[config.mk]
export PLATFORM = sky130hd
export DESIGN_NAME = sto_top
export DESIGN_NICKNAME = d
export VERILOG_FILES = /design/src/design/sto_top.v
export VERILOG_INCLUDE_DIRS = /design/src /design/src/design
export SDC_FILE = /design/constraint.sdc
export NUM_CORES = 1
export LEC_CHECK = 0
export BUFFER_PORTS_ARGS = -buffer_cell sky130_fd_sc_hd__buf_4
export CAP_MARGIN = 20
export CORE_MARGIN = 2
export CORE_UTILIZATION = 57
export DETAILED_ROUTE_END_ITERATION = 16
export PLACE_DENSITY_LB_ADDON = 0.15
export SLEW_MARGIN = 25
export SYNTH_ARGS = -nofsm -noshare
export SYNTH_HDL_FRONTEND = slang
export SYNTH_SLANG_ARGS = --single-unit
[constraint.sdc]
create_clock -name CORE_CLK -period 4 [get_ports CORE_CLK]
set_input_delay 0.4 -clock CORE_CLK [delete_from_list [all_inputs] [get_ports CORE_CLK]]
set_output_delay 0.4 -clock CORE_CLK [all_outputs]
set_load 0.02 [all_outputs]
[src/design/sto_regs.vh]
// Register map, field positions, characters and timing constants of the serial time string output.
`ifndef STO_REGS_VH
`define STO_REGS_VH

// Register byte offsets on the APB bus.
`define STO_ADDR_CTRL 8'h00
`define STO_ADDR_TIME 8'h04
`define STO_ADDR_LIMIT 8'h08
`define STO_ADDR_STATUS 8'h0C

// Control register fields.
`define STO_CTRL_AUTO 0
`define STO_CTRL_PAR_LO 1
`define STO_CTRL_PAR_HI 2
`define STO_CTRL_FLY_LO 3
`define STO_CTRL_FLY_HI 4
`define STO_CTRL_FREE 5
`define STO_CTRL_RESET 6'h01

// Parity selections.
`define STO_PAR_ODD 2'h0
`define STO_PAR_NONE 2'h1
`define STO_PAR_EVEN 2'h2

// Flywheel character selections.
`define STO_FLY_SPACE 2'h0
`define STO_FLY_X 2'h1
`define STO_FLY_F 2'h2

// Reset values of the other writable registers.
`define STO_TIME_RESET 24'h00_0000
`define STO_LIMIT_RESET 32'hFFFF_FFFF

// Characters on the line.
`define STO_CHAR_SPACE 8'h20
`define STO_CHAR_X 8'h58
`define STO_CHAR_F 8'h46
`define STO_CHAR_DIGIT0 8'h30
`define STO_CMD_START_UC 8'h43
`define STO_CMD_START_LC 8'h63
`define STO_CMD_STOP_UC 8'h52
`define STO_CMD_STOP_LC 8'h72

// String length: six time digits, then the quality character.
`define STO_STR_LAST 3'h6

// Line timing.
`define STO_CLK_HZ 100000000
`define STO_BAUD 9600

`endif

[src/design/sto_top.v]
// Serial time string output: APB registers, quality character state machine, command receiver and transmitter.
//
// The APB interface to the registers and the address map are this design's own decisions.
`include "sto_regs.vh"

// Overview of operation
// - Send one time string each second while active
// - Autostart sends without commands, ignores C/R
// - Without autostart, C starts and R stops
// - Parity odd, none or even, both ends alike
// - Quality character ends every time string
// - Send X until first reference lock
// - Reference lock makes quality character a space
// - Holdover keeps the space
// - Holdover expiry sends configured flywheel character
// - Reference return restores the space
// - Flywheel character is space, X or F
// - Forced free run freezes the quality state
// - Quality change may lag by a string
// - Holdover expires when error reaches limit
module sto_top #(
    parameter BIT_CYCLES = `STO_CLK_HZ / `STO_BAUD
) (
    // Clock and reset.
    input wire CORE_CLK,
    input wire NRST,
    // APB slave.
    input wire PSEL,
    input wire PENABLE,
    input wire PWRITE,
    input wire [7:0] PADDR,
    input wire [31:0] PWDATA,
    output reg [31:0] PRDATA,
    output wire PREADY,
    output wire PSLVERR,
    // Hardware clock status, same clock domain.
    input wire TOP_OF_SECOND,
    input wire REF_LOCKED,
    input wire [31:0] TIME_ERROR_EST,
    // Serial line.
    input wire RXD,
    output reg TXD
);

    // Quality character states.
    localparam Q_INVALID = 2'h0;
    localparam Q_VALID = 2'h1;
    localparam Q_HOLD = 2'h2;
    localparam Q_EXPIRED = 2'h3;

    // Software registers.
    reg [5:0] ctrl_reg;
    reg [23:0] time_reg;
    reg [31:0] limit_reg;
    // Quality state and output activity.
    reg [1:0] qual_reg;
    reg active_reg;
    // Receiver state.
    reg rxd_meta_reg;
    reg rxd_sync_reg;
    reg rx_busy_reg;
    reg [15:0] rx_div_reg;
    reg [3:0] rx_cnt_reg;
    reg [10:0] rx_shift_reg;
    // Transmitter state.
    reg sending_reg;
    reg [2:0] str_idx_reg;
    reg [10:0] tx_frame_reg;
    reg [3:0] tx_left_reg;
    reg [15:0] tx_div_reg;
    reg [23:0] time_latch_reg;
    reg [7:0] qual_char_reg;

    // Decoded control fields.
    wire autostart = ctrl_reg[`STO_CTRL_AUTO];
    wire [1:0] par_mode = ctrl_reg[`STO_CTRL_PAR_HI:`STO_CTRL_PAR_LO];
    wire [1:0] fly_sel = ctrl_reg[`STO_CTRL_FLY_HI:`STO_CTRL_FLY_LO];
    wire force_free = ctrl_reg[`STO_CTRL_FREE];
    // Frame length in bits: start, eight data, optional parity, stop.
    wire [3:0] frame_bits = (par_mode == `STO_PAR_NONE) ? 4'hA : 4'hB;

    // Parity bit for a character; the receiver uses the same function.
    function par_bit;
        input [7:0] data;
        input [1:0] mode;
        begin
            par_bit = (mode == `STO_PAR_EVEN) ? (^data) : ~(^data);
        end
    endfunction

    // Builds a frame, LSB first; without parity the stop bit moves down one place.
    function [10:0] build_frame;
        input [7:0] data;
        input [1:0] mode;
        begin
            if (mode == `STO_PAR_NONE) begin
                build_frame = {2'b11, data, 1'b0};
            end else begin
                build_frame = {1'b1, par_bit(data, mode), data, 1'b0};
            end
        end
    endfunction

    // Quality character for a state; unknown flywheel codes fall back to space.
    function [7:0] qual_char;
        input [1:0] state;
        input [1:0] sel;
        begin
            if (state == Q_INVALID) begin
                qual_char = `STO_CHAR_X;
            end else if (state != Q_EXPIRED) begin
                qual_char = `STO_CHAR_SPACE;
            end else if (sel == `STO_FLY_X) begin
                qual_char = `STO_CHAR_X;
            end else if (sel == `STO_FLY_F) begin
                qual_char = `STO_CHAR_F;
            end else begin
                qual_char = `STO_CHAR_SPACE;
            end
        end
    endfunction

    // Character at a string position: six BCD digits, most significant first, then quality.
    function [7:0] str_char;
        input [2:0] idx;
        input [23:0] tod;
        input [7:0] qchar;
        reg [3:0] nib;
        begin
            nib = tod[23:20];
            case (idx)
                3'h1: nib = tod[19:16];
                3'h2: nib = tod[15:12];
                3'h3: nib = tod[11:8];
                3'h4: nib = tod[7:4];
                3'h5: nib = tod[3:0];
                default: nib = tod[23:20];
            endcase
            str_char = (idx == `STO_STR_LAST) ? qchar : (`STO_CHAR_DIGIT0 | {4'h0, nib});
        end
    endfunction

    // APB decode; the slave always answers in the first access cycle.
    wire apb_setup = PSEL & ~PENABLE;
    wire apb_access = PSEL & PENABLE;
    wire addr_ctrl = (PADDR == `STO_ADDR_CTRL);
    wire addr_time = (PADDR == `STO_ADDR_TIME);
    wire addr_limit = (PADDR == `STO_ADDR_LIMIT);
    wire addr_status = (PADDR == `STO_ADDR_STATUS);
    wire addr_ok = addr_ctrl | addr_time | addr_limit | addr_status;
    wire apb_wr = apb_access & PWRITE & addr_ok;
    assign PREADY = 1'b1;
    // Unmapped addresses and writes to the read-only status word report an error.
    assign PSLVERR = apb_access & (~addr_ok | (PWRITE & addr_status));

    // Register writes take effect on the access edge only.
    always @(posedge CORE_CLK or negedge NRST) begin
        if (!NRST) begin
            ctrl_reg <= `STO_CTRL_RESET;
            time_reg <= `STO_TIME_RESET;
            limit_reg <= `STO_LIMIT_RESET;
        end else if (apb_wr) begin
            if (addr_ctrl) begin
                ctrl_reg <= PWDATA[5:0];
            end else if (addr_time) begin
                time_reg <= PWDATA[23:0];
            end else if (addr_limit) begin
                limit_reg <= PWDATA;
            end
        end
    end

    // Read data is prepared in the setup cycle so that it comes from a flip-flop.
    always @(posedge CORE_CLK or negedge NRST) begin
        if (!NRST) begin
            PRDATA <= 32'h0000_0000;
        end else if (apb_setup) begin
            if (addr_ctrl) begin
                PRDATA <= {26'h000_0000, ctrl_reg};
            end else if (addr_time) begin
                PRDATA <= {8'h00, time_reg};
            end else if (addr_limit) begin
                PRDATA <= limit_reg;
            end else if (addr_status) begin
                PRDATA <= {20'h0_0000, qual_char_reg, sending_reg, qual_reg, active_reg};
            end else begin
                PRDATA <= 32'h0000_0000;
            end
        end
    end

    // Holdover ends when the estimated error reaches the limit.
    wire err_over = (TIME_ERROR_EST >= limit_reg);

    // Quality state machine; a forced free run freezes whatever state holds now.
    always @(posedge CORE_CLK or negedge NRST) begin
        if (!NRST) begin
            qual_reg <= Q_INVALID;
        end else if (!force_free) begin
            case (qual_reg)
                Q_INVALID: begin
                    if (REF_LOCKED) begin
                        qual_reg <= Q_VALID;
                    end
                end
                Q_VALID: begin
                    if (!REF_LOCKED) begin
                        qual_reg <= Q_HOLD;
                    end
                end
                Q_HOLD: begin
                    if (REF_LOCKED) begin
                        qual_reg <= Q_VALID;
                    end else if (err_over) begin
                        qual_reg <= Q_EXPIRED;
                    end
                end
                default: begin
                    if (REF_LOCKED) begin
                        qual_reg <= Q_VALID;
                    end
                end
            endcase
        end
    end

    // Two flip-flops bring the line into the clock domain before anything looks at it.
    always @(posedge CORE_CLK or negedge NRST) begin
        if (!NRST) begin
            rxd_meta_reg <= 1'b1;
            rxd_sync_reg <= 1'b1;
        end else begin
            rxd_meta_reg <= RXD;
            rxd_sync_reg <= rxd_meta_reg;
        end
    end

    // Receiver samples each bit in its middle; the first sample is half a bit after the start edge.
    wire rx_tick = rx_busy_reg & (rx_div_reg == 16'h0000);
    wire rx_done = rx_tick & (rx_cnt_reg == frame_bits - 4'h1);
    wire [10:0] rx_word = {rxd_sync_reg, rx_shift_reg[10:1]};
    // Without parity the ten bits sit in the top of the shift register.
    wire [7:0] rx_data = (par_mode == `STO_PAR_NONE) ? rx_word[9:2] : rx_word[8:1];
    wire rx_par_ok = (par_mode == `STO_PAR_NONE) | (rx_word[9] == par_bit(rx_data, par_mode));
    wire rx_good = rx_done & rxd_sync_reg & rx_par_ok;
    always @(posedge CORE_CLK or negedge NRST) begin
        if (!NRST) begin
            rx_busy_reg <= 1'b0;
            rx_div_reg <= 16'h0000;
            rx_cnt_reg <= 4'h0;
            rx_shift_reg <= 11'h7FF;
        end else if (!rx_busy_reg) begin
            if (!rxd_sync_reg) begin
                rx_busy_reg <= 1'b1;
                rx_div_reg <= BIT_CYCLES[16:1] - 16'h0001;
                rx_cnt_reg <= 4'h0;
            end
        end else if (rx_tick) begin
            rx_shift_reg <= rx_word;
            rx_div_reg <= BIT_CYCLES[15:0] - 16'h0001;
            rx_cnt_reg <= rx_cnt_reg + 4'h1;
            // A start bit that is high again was a glitch; the frame ends at its stop bit.
            if (((rx_cnt_reg == 4'h0) && rxd_sync_reg) || rx_done) begin
                rx_busy_reg <= 1'b0;
            end
        end else begin
            rx_div_reg <= rx_div_reg - 16'h0001;
        end
    end

    // Start and stop commands only act without autostart; autostart keeps output on.
    wire cmd_start = rx_good & ((rx_data == `STO_CMD_START_UC) | (rx_data == `STO_CMD_START_LC));
    wire cmd_stop = rx_good & ((rx_data == `STO_CMD_STOP_UC) | (rx_data == `STO_CMD_STOP_LC));
    always @(posedge CORE_CLK or negedge NRST) begin
        if (!NRST) begin
            active_reg <= 1'b0;
        end else if (autostart) begin
            active_reg <= 1'b1;
        end else if (cmd_start) begin
            active_reg <= 1'b1;
        end else if (cmd_stop) begin
            active_reg <= 1'b0;
        end
    end

    // A string starts at the top of a second; a second that arrives mid-string is skipped.
    wire str_start = TOP_OF_SECOND & active_reg & ~sending_reg;
    wire tx_tick = sending_reg & (tx_div_reg == 16'h0000);
    wire tx_char_end = tx_tick & (tx_left_reg == 4'h1);
    wire str_end = tx_char_end & (str_idx_reg == `STO_STR_LAST);
    wire [10:0] next_frame = build_frame(str_char(str_idx_reg + 3'h1, time_latch_reg, qual_char_reg), par_mode);

    // Time and quality are latched at string start, so a state change shows in the next string.
    always @(posedge CORE_CLK or negedge NRST) begin
        if (!NRST) begin
            time_latch_reg <= `STO_TIME_RESET;
            qual_char_reg <= `STO_CHAR_X;
        end else if (str_start) begin
            time_latch_reg <= time_reg;
            qual_char_reg <= qual_char(qual_reg, fly_sel);
        end
    end

    // Transmitter walks the seven characters of a string back to back.
    always @(posedge CORE_CLK or negedge NRST) begin
        if (!NRST) begin
            sending_reg <= 1'b0;
            str_idx_reg <= 3'h0;
            tx_frame_reg <= 11'h7FF;
            tx_left_reg <= 4'h0;
            tx_div_reg <= 16'h0000;
            TXD <= 1'b1;
        end else if (str_start) begin
            sending_reg <= 1'b1;
            str_idx_reg <= 3'h0;
            tx_frame_reg <= build_frame(str_char(3'h0, time_reg, `STO_CHAR_SPACE), par_mode);
            tx_left_reg <= frame_bits + 4'h1; // The first character also counts its start bit.
            tx_div_reg <= 16'h0000;
        end else if (tx_tick) begin
            tx_div_reg <= BIT_CYCLES[15:0] - 16'h0001;
            if (str_end) begin
                sending_reg <= 1'b0;
                TXD <= 1'b1;
            end else if (tx_char_end) begin
                // This character's stop bit has run its full time; the next start bit goes out now.
                str_idx_reg <= str_idx_reg + 3'h1;
                tx_frame_reg <= {1'b1, next_frame[10:1]};
                tx_left_reg <= frame_bits;
                TXD <= 1'b0;
            end else begin
                TXD <= tx_frame_reg[0];
                tx_frame_reg <= {1'b1, tx_frame_reg[10:1]};
                tx_left_reg <= tx_left_reg - 4'h1;
            end
        end else if (sending_reg) begin
            tx_div_reg <= tx_div_reg - 16'h0001;
        end
    end

endmodule

==> run_results.csv, run 1 <==
group,metric,value,unit
floorplan,die_y,138,um
synth,yosysWarnings,0,
floorplan,chipWidth,138,um
placed_design,port_buffers,113,
synth,seq_area_frac_synth,0.479,
sta,fin_setup_tns,0,ps
synth,syn_area,10200,um2
detailed_routing,first_iter_violations,539,
global_route,grt_pass1_vias,7386,
clock_tree,cts_hold_buf,0,
global_route,grt_usage,0.258,
detailed_routing,wl_per_cell,17.4,um
floorplan,die_area,18900,um2
global_route,antenna_found_initial,0,
setup_path,reg2reg_from,"ctrl_reg[1]",
synth,synth.distinct_cells,68,
sta,setup_viol,0,
finish,diodes,0,
synth,avgSynthCellArea,10.4,um2
setup_path,timing.critical_path.slowest_cell_delay,570,ps
clock_tree,cts_post_setup_buffers_inserted,0,
detailed_routing,dr.pass1.iters,5,
clock_tree,clockRootBuffer,"clkbuf_16",
sta,max-slew-margin-rel,0.322,
detailed_routing,routed-via-count,7628,
placed_design,place.gp.congestion,0.855,
floorplan,start_util,0.587,
synth,syn_nets,1121,
synth,synth.largest_area_cell,"dfrtp_1",
synth,synth_ff_type,"dfrtp_1",
setup_path,cp-start-kind,"flip-flop",
sta,period_share,0.832,
flow_run,maxCapViolations,0,
sta,clock.fmax,300,MHz
power_and_ir_drop,ir_drop,0.000358,V
global_route,grt_max_degree,106,
finish,drive_gt1_frac,0.273,
sta,layout_min_cycle_time,3330,ps
outcome,status,"completed",
synth,synth-seq-cells,192,
sta,drv_slew,0,
setup_path,endpoint_kind,"flip-flop",
power_and_ir_drop,leakagePower,5.63,nW
floorplan,rows,48,
setup_path,cp_max_fo,9,
clock_tree,cts_sinks,192,
placed_design,dp_hpwl,16.4,mm
clock_tree,htreeDepth,4,
sta,tightestPinTransition,1020,ps
setup_path,ff2ff_path_depth,11,
setup_path,required,4320,ps
clock_tree,path_clk_slew,70,ps
power_and_ir_drop,p_per_area,437,nW/um2
setup_path,crit_type,"flip-flop to flip-flop",
sta,rsz0062_at_grt,"false",
clock_tree,cts_made_buffers,17,
setup_path,cp_cell_sequence,"nor2b_1, buf_4, mux2i_1, ha_1, xnor3_1, xnor2_1, xnor2_1, a22oi_1, nand4_1, o21ai_0, o211ai_1",
synth,async_reset_ff_frac,1.00,
finish,area_growth,16.1,%
detailed_routing,drtAntennaViolNets,0,
finish,finish.utilization,0.681,
min_path,min-delay-path-class,"input port to asynchronous set/reset pin",
sta,hold_viol_final,0,
finish,nets,1223,
setup_path,ff2ff_setup_slack,670,ps
global_route,grt_first_pass_wirelength,37.7,mm
synth,syn_inst,983,
power_and_ir_drop,total_power,5.17,mW
setup_path,cp_top_family,"XOR/XNOR gates",
sta,skew,6.89,ps
synth,synthTopCellsByArea,"dfrtp_1 (33%), dfstp_2 (15%), ha_1 (7.1%)",
global_route,grt_overflow_total,0,
floorplan,pin_count,115,
clock_tree,cts_max_path_buffers,2,
synth,synth_top_area_frac,0.332,
clock_tree,cts_tree,"built",
setup_path,crit_top_cell,"xnor2_1",
detailed_routing,drc_errors,0,
setup_path,worstReg2RegEnd,"active_reg",
synth,synth_edf_count,0,
detailed_routing,vias_per_cell,5.77,
setup_path,arrival,3640,ps
detailed_routing,wirelength,23.0,mm
floorplan,core_area,17400,um2
setup_path,crit_slowest_cell,"nor2b_1",
clock_tree,post_cts_resize_count,0,
setup_path,path_buf_inv,1,
clock_tree,insertion_delay,440,ps
-- cell families (layout without fill, tap and decap cells) --
| kind of cell | after synthesis | after routing | share of synthesized area |
|---|---|---|---|
| muxes | 94 | 94 | 0.115 |
| AOI/OAI and AO/OA | 203 | 203 | 0.130 |
| adders and majority gates | 58 | 58 | 0.0713 |
| buffers and inverters | 102 | 217 | 0.0426 |
| xor gates and xnor gates | 18 | 18 | 0.0182 |
| other | 1 | 1 | 0.000368 |
| and+or+nand+nor | 315 | 315 | 0.144 |
| DFF | 192 | 192 | 0.479 |
-- stage by stage --
stage          cell area [um2]  worst slack, ps  hold slack [ps]  std cells
6_report                 11800              672             29.5       1323
5_1_grt                  11800              382             37.6       1323
4_1_cts                  11800              669             53.0       1323
3_5_place_dp             11200              688              349       1291
3_3_place_gp             11200              837              347       1291
2_1_floorplan            10200              705              104        983
-- how the worst max path moves through the flow --
stage                     start         end  slack [ps]  cells after the start
global placement    ctrl_reg[1]  active_reg         840                     11
floorplan           ctrl_reg[1]  active_reg         700                     13
detailed placement  ctrl_reg[1]  active_reg         690                     11
finish              ctrl_reg[1]  active_reg         670                     11
global route        ctrl_reg[1]  active_reg         380                     11
CTS                 ctrl_reg[1]  active_reg         670                     11
-- synth_stat cells (6+ instances only) --
library cell	instances
dfrtp_1	135
xnor2_1	13
clkbuf_1	29
o21ai_0	68
dfstp_2	57
mux2_4	30
nand4_1	10
o211ai_1	9
mux2i_1	12
nand3_1	32
nor3_1	17
nand2_1	158
mux2_2	47
inv_1	60
a21o_1	8
a31oi_1	6
nor2_1	46
ha_1	58
a22oi_1	9
a21oi_1	38
a22o_1	13
a32oi_1	19
nor2b_1	10
nor4_1	9
-- power breakdown --
part           switching [mW]  internal [mW]  total (mW)
clock                   0.733           1.04        1.77
combinational           0.562          0.450        1.01
sequential              0.205           2.18        2.38
-- placed cells by master (no fill, tap or decap), drive strengths merged, types with 5 or more instances in the layout --
| cell type | n |
|---|---|
| nand3 | 33 |
| a21oi | 38 |
| nand2 | 160 |
| a31oi | 6 |
| dfrtp | 135 |
| nor2 | 46 |
| buf | 123 |
| nor3 | 18 |
| o21a | 5 |
| nor4 | 10 |
| mux2 | 81 |
| xnor2 | 13 |
| ha | 58 |
| a21o | 8 |
| nand4 | 10 |
| a32oi | 19 |
| mux2i | 12 |
| a22oi | 9 |
| a22o | 13 |
| o21ai | 69 |
| nor2b | 10 |
| dfstp | 57 |
| inv | 62 |
| clkbuf | 22 |
| o211ai | 9 |
| a221oi | 5 |
-- area by class of cell --
class,instances,area [um2]
Fill cell,1359,5540
Sequential cell,192,4880
Multi-Input combinational cell,689,4870
Timing Repair Buffer,124,937
Clock buffer,21,470
Tap cell,225,282
Inverter,61,229
Clock inverter,11,154
-- per-layer routing --
metal  wire (um)  vias to the layer above  track usage
met2       10600                      184        0.387
met3        1140                       31       0.0522
met1       10800                     3717        0.381
li1            -                     3696            -
met5           0                        -            0
met4         394                        0       0.0756
No activity file was read; power rests on OpenSTA's default activity.
==> run 2: changes to the inputs <==
- CORE_UTILIZATION: 57 -> 53
- clock period: 4 -> 3.05 ns (I/O delays scaled with it)
==> run 2 against run 1 <==
Against the previous run:
- utilization decreased by 4.3 points
- highest routed layer unchanged
- design area increased by 1.4%
- register-to-register slack worse by 420 ps
- cell count grew 2.3%
- power increased by 30%
- clock power is 28% higher
- sequential power is 31% higher
- via count increased by 1.0%
- sequential share of layout area shrank 0.56 points
- critical path depth is the same
==> run_results.csv, run 2 (same netlist as run 1, synthesis figures left out) <==
group,metric,value,unit
finish,final_common_cell,"nand2_1",
detailed_routing,first_iter_violations,497,
floorplan,die_y,143,um
detailed_routing,drc_errors,0,
global_route,grt_pass1_vias,7421,
finish,drive_gt1_frac,0.286,
floorplan,chipWidth,143,um
clock_tree,post_cts_resize_count,0,
clock_tree,clockRootBuffer,"clkbuf_16",
finish,final_cell_mix,"nand2_1 (158), buf_4 (141), dfrtp_1 (135)",
power_and_ir_drop,total_power,6.72,mW
setup_path,worstReg2RegEnd,"active_reg",
power_and_ir_drop,clockPowerShare,0.336,
flow_run,maxCapViolations,0,
setup_path,reg2reg_from,"ctrl_reg[2]",
power_and_ir_drop,ir_drop,0.000450,V
clock_tree,cts_max_path_buffers,2,
placed_design,dp_hpwl,16.9,mm
floorplan,die_area,20300,um2
power_and_ir_drop,internal_power,4.66,mW
placed_design,port_buffers,113,
setup_path,cp-startpoint,"ctrl_reg[2]",
clock_tree,cts_post_setup_buffers_inserted,0,
setup_path,crit_type,"flip-flop to flip-flop",
detailed_routing,drtAntennaViolNets,0,
min_path,min_to,"limit_reg[29]",
placed_design,place.gp.congestion,0.875,
detailed_routing,dr.pass1.iters,5,
setup_path,endpoint_kind,"flip-flop",
sta,whs,89.3,ps
sta,max-slew-margin-rel,0.526,
global_route,grt_usage,0.239,
detailed_routing,wl_per_cell,17.3,um
floorplan,core_area,18800,um2
setup_path,ff2ff_setup_slack,250,ps
global_route,grt_max_degree,89,
power_and_ir_drop,p_sw,2.06,mW
sta,drv_slew,0,
power_and_ir_drop,power_switching_share,0.307,
clock_tree,insertion_delay,440,ps
setup_path,ff2ff_path_depth,11,
setup_path,cp_cell_sequence,"nor2b_1, buf_4, mux2i_1, ha_1, xnor3_1, xnor2_1, xnor2_1, a22oi_1, nand4_1, o21ai_0, o211ai_1",
setup_path,arrival,3110,ps
floorplan,pin_count,115,
sta,layout_min_cycle_time,2800,ps
detailed_routing,wirelength,23.4,mm
clock_tree,cts_made_buffers,17,
min_path,hold_depth,2,
sta,tightestPinTransition,712,ps
sta,clock.fmax,357,MHz
setup_path,crit_top_cell,"xnor2_1",
setup_path,timing.critical_path.slowest_cell_delay,380,ps
setup_path,required,3370,ps
detailed_routing,vias_per_cell,5.70,
floorplan,rows,50,
power_and_ir_drop,leakagePower,5.74,nW
clock_tree,htreeDepth,4,
floorplan,start_util,0.542,
sta,period_share,0.918,
sta,fin_setup_tns,0,ps
sta,setup_viol,0,
global_route,grt_overflow_total,0,
setup_path,crit_slowest_cell,"dfrtp_1",
setup_path,cp_max_fo,9,
finish,area_growth,17.7,%
outcome,status,"completed",
sta,hold_viol_final,0,
clock_tree,cts_hold_buf,2,
clock_tree,cts_tree,"built",
power_and_ir_drop,p_comb_frac,0.200,
sta,skew,12.9,ps
placed_design,dpl.cell_count,1319,
global_route,antenna_found_initial,0,
power_and_ir_drop,p_per_area,561,nW/um2
detailed_routing,routed-via-count,7706,
global_route,grt_first_pass_wirelength,38.1,mm
finish,diodes,0,
power_and_ir_drop,p_seq_frac,0.463,
clock_tree,cts_sinks,192,
finish,instances_no_fill,1353,
min_path,min-delay-path-class,"input port to flip-flop",
sta,rsz0062_at_grt,"false",
min_path,hold_start,"PWDATA[29]",
finish,nets,1244,
clock_tree,path_clk_slew,70,ps
setup_path,cp-start-kind,"flip-flop",
## run 2: cell count changes in the layout (fill, tap and decap cells not counted), sizes merged
cell | previous run | this run
buf | 123 | 142
bufinv | 3 | 1
clkbuf | 22 | 19
clkinv | 3 | 6
clkinvlp | 4 | 2
dlygate4sd3 | 0 | 2
inv | 62 | 66
## run 2: through the flow
step / setup slack [ps] / util / area [um2]
CTS: 233 / 0.638 / 12000
global route: 81.4 / 0.638 / 12000
global placement: 362 / 0.605 / 11400
detailed placement: 242 / 0.605 / 11400
floorplan: 25.1 / - / 10200
finish: 251 / 0.638 / 12000
## run 2: layer usage
layer  share of wire  up-vias  track usage
met1            0.47     3787        0.352
met3           0.046       17       0.0458
met2            0.47      180        0.369
met5               0        -            0
met4          0.0095        0       0.0521
li1                -     3722            -
## run 2: worst max path at each step
| stage | end | slack, ps | cells after the start |
|---|---|---|---|
| after global routing | active_reg | 80 | 11 |
| after global placement | active_reg | 360 | 11 |
| final | active_reg | 250 | 11 |
| after CTS | active_reg | 230 | 11 |
| after floorplan | active_reg | 30 | 13 |
| after detailed placement | active_reg | 240 | 11 |
## run 2: cell type report
| type | instances | area (um2) |
|---|---|---|
| Multi-Input combinational cell | 689 | 4870 |
| Timing Repair Buffer | 145 | 1110 |
| Fill cell | 1559 | 6790 |
| Sequential cell | 192 | 4880 |
| Tap cell | 234 | 293 |
| Clock buffer | 18 | 450 |
| Inverter | 61 | 229 |
| Clock inverter | 14 | 149 |
## run 2: power groups by stage
stage | sequential [mW] | combinational, mW | clock, mW
floorplan | 3.07 | 0.972 | 0
global placement | 3.15 | 1.31 | 0
detailed placement | 3.15 | 1.35 | 0
CTS | 3.11 | 1.35 | 2.30
global route | 3.15 | 1.54 | 2.41
finish | 3.12 | 1.35 | 2.26
## run 2: worst max-delay path, delay by kind of cell (launching register included)
family                     cells  cell delay [ps]
xor gates and xnor gates       3              720
AOI/OAI and AO/OA              3              470
DFF                            1              380
and+or+nand+nor                2              340
muxes                          1              280
adders and majority gates      1              270
buffers and inverters          1              230
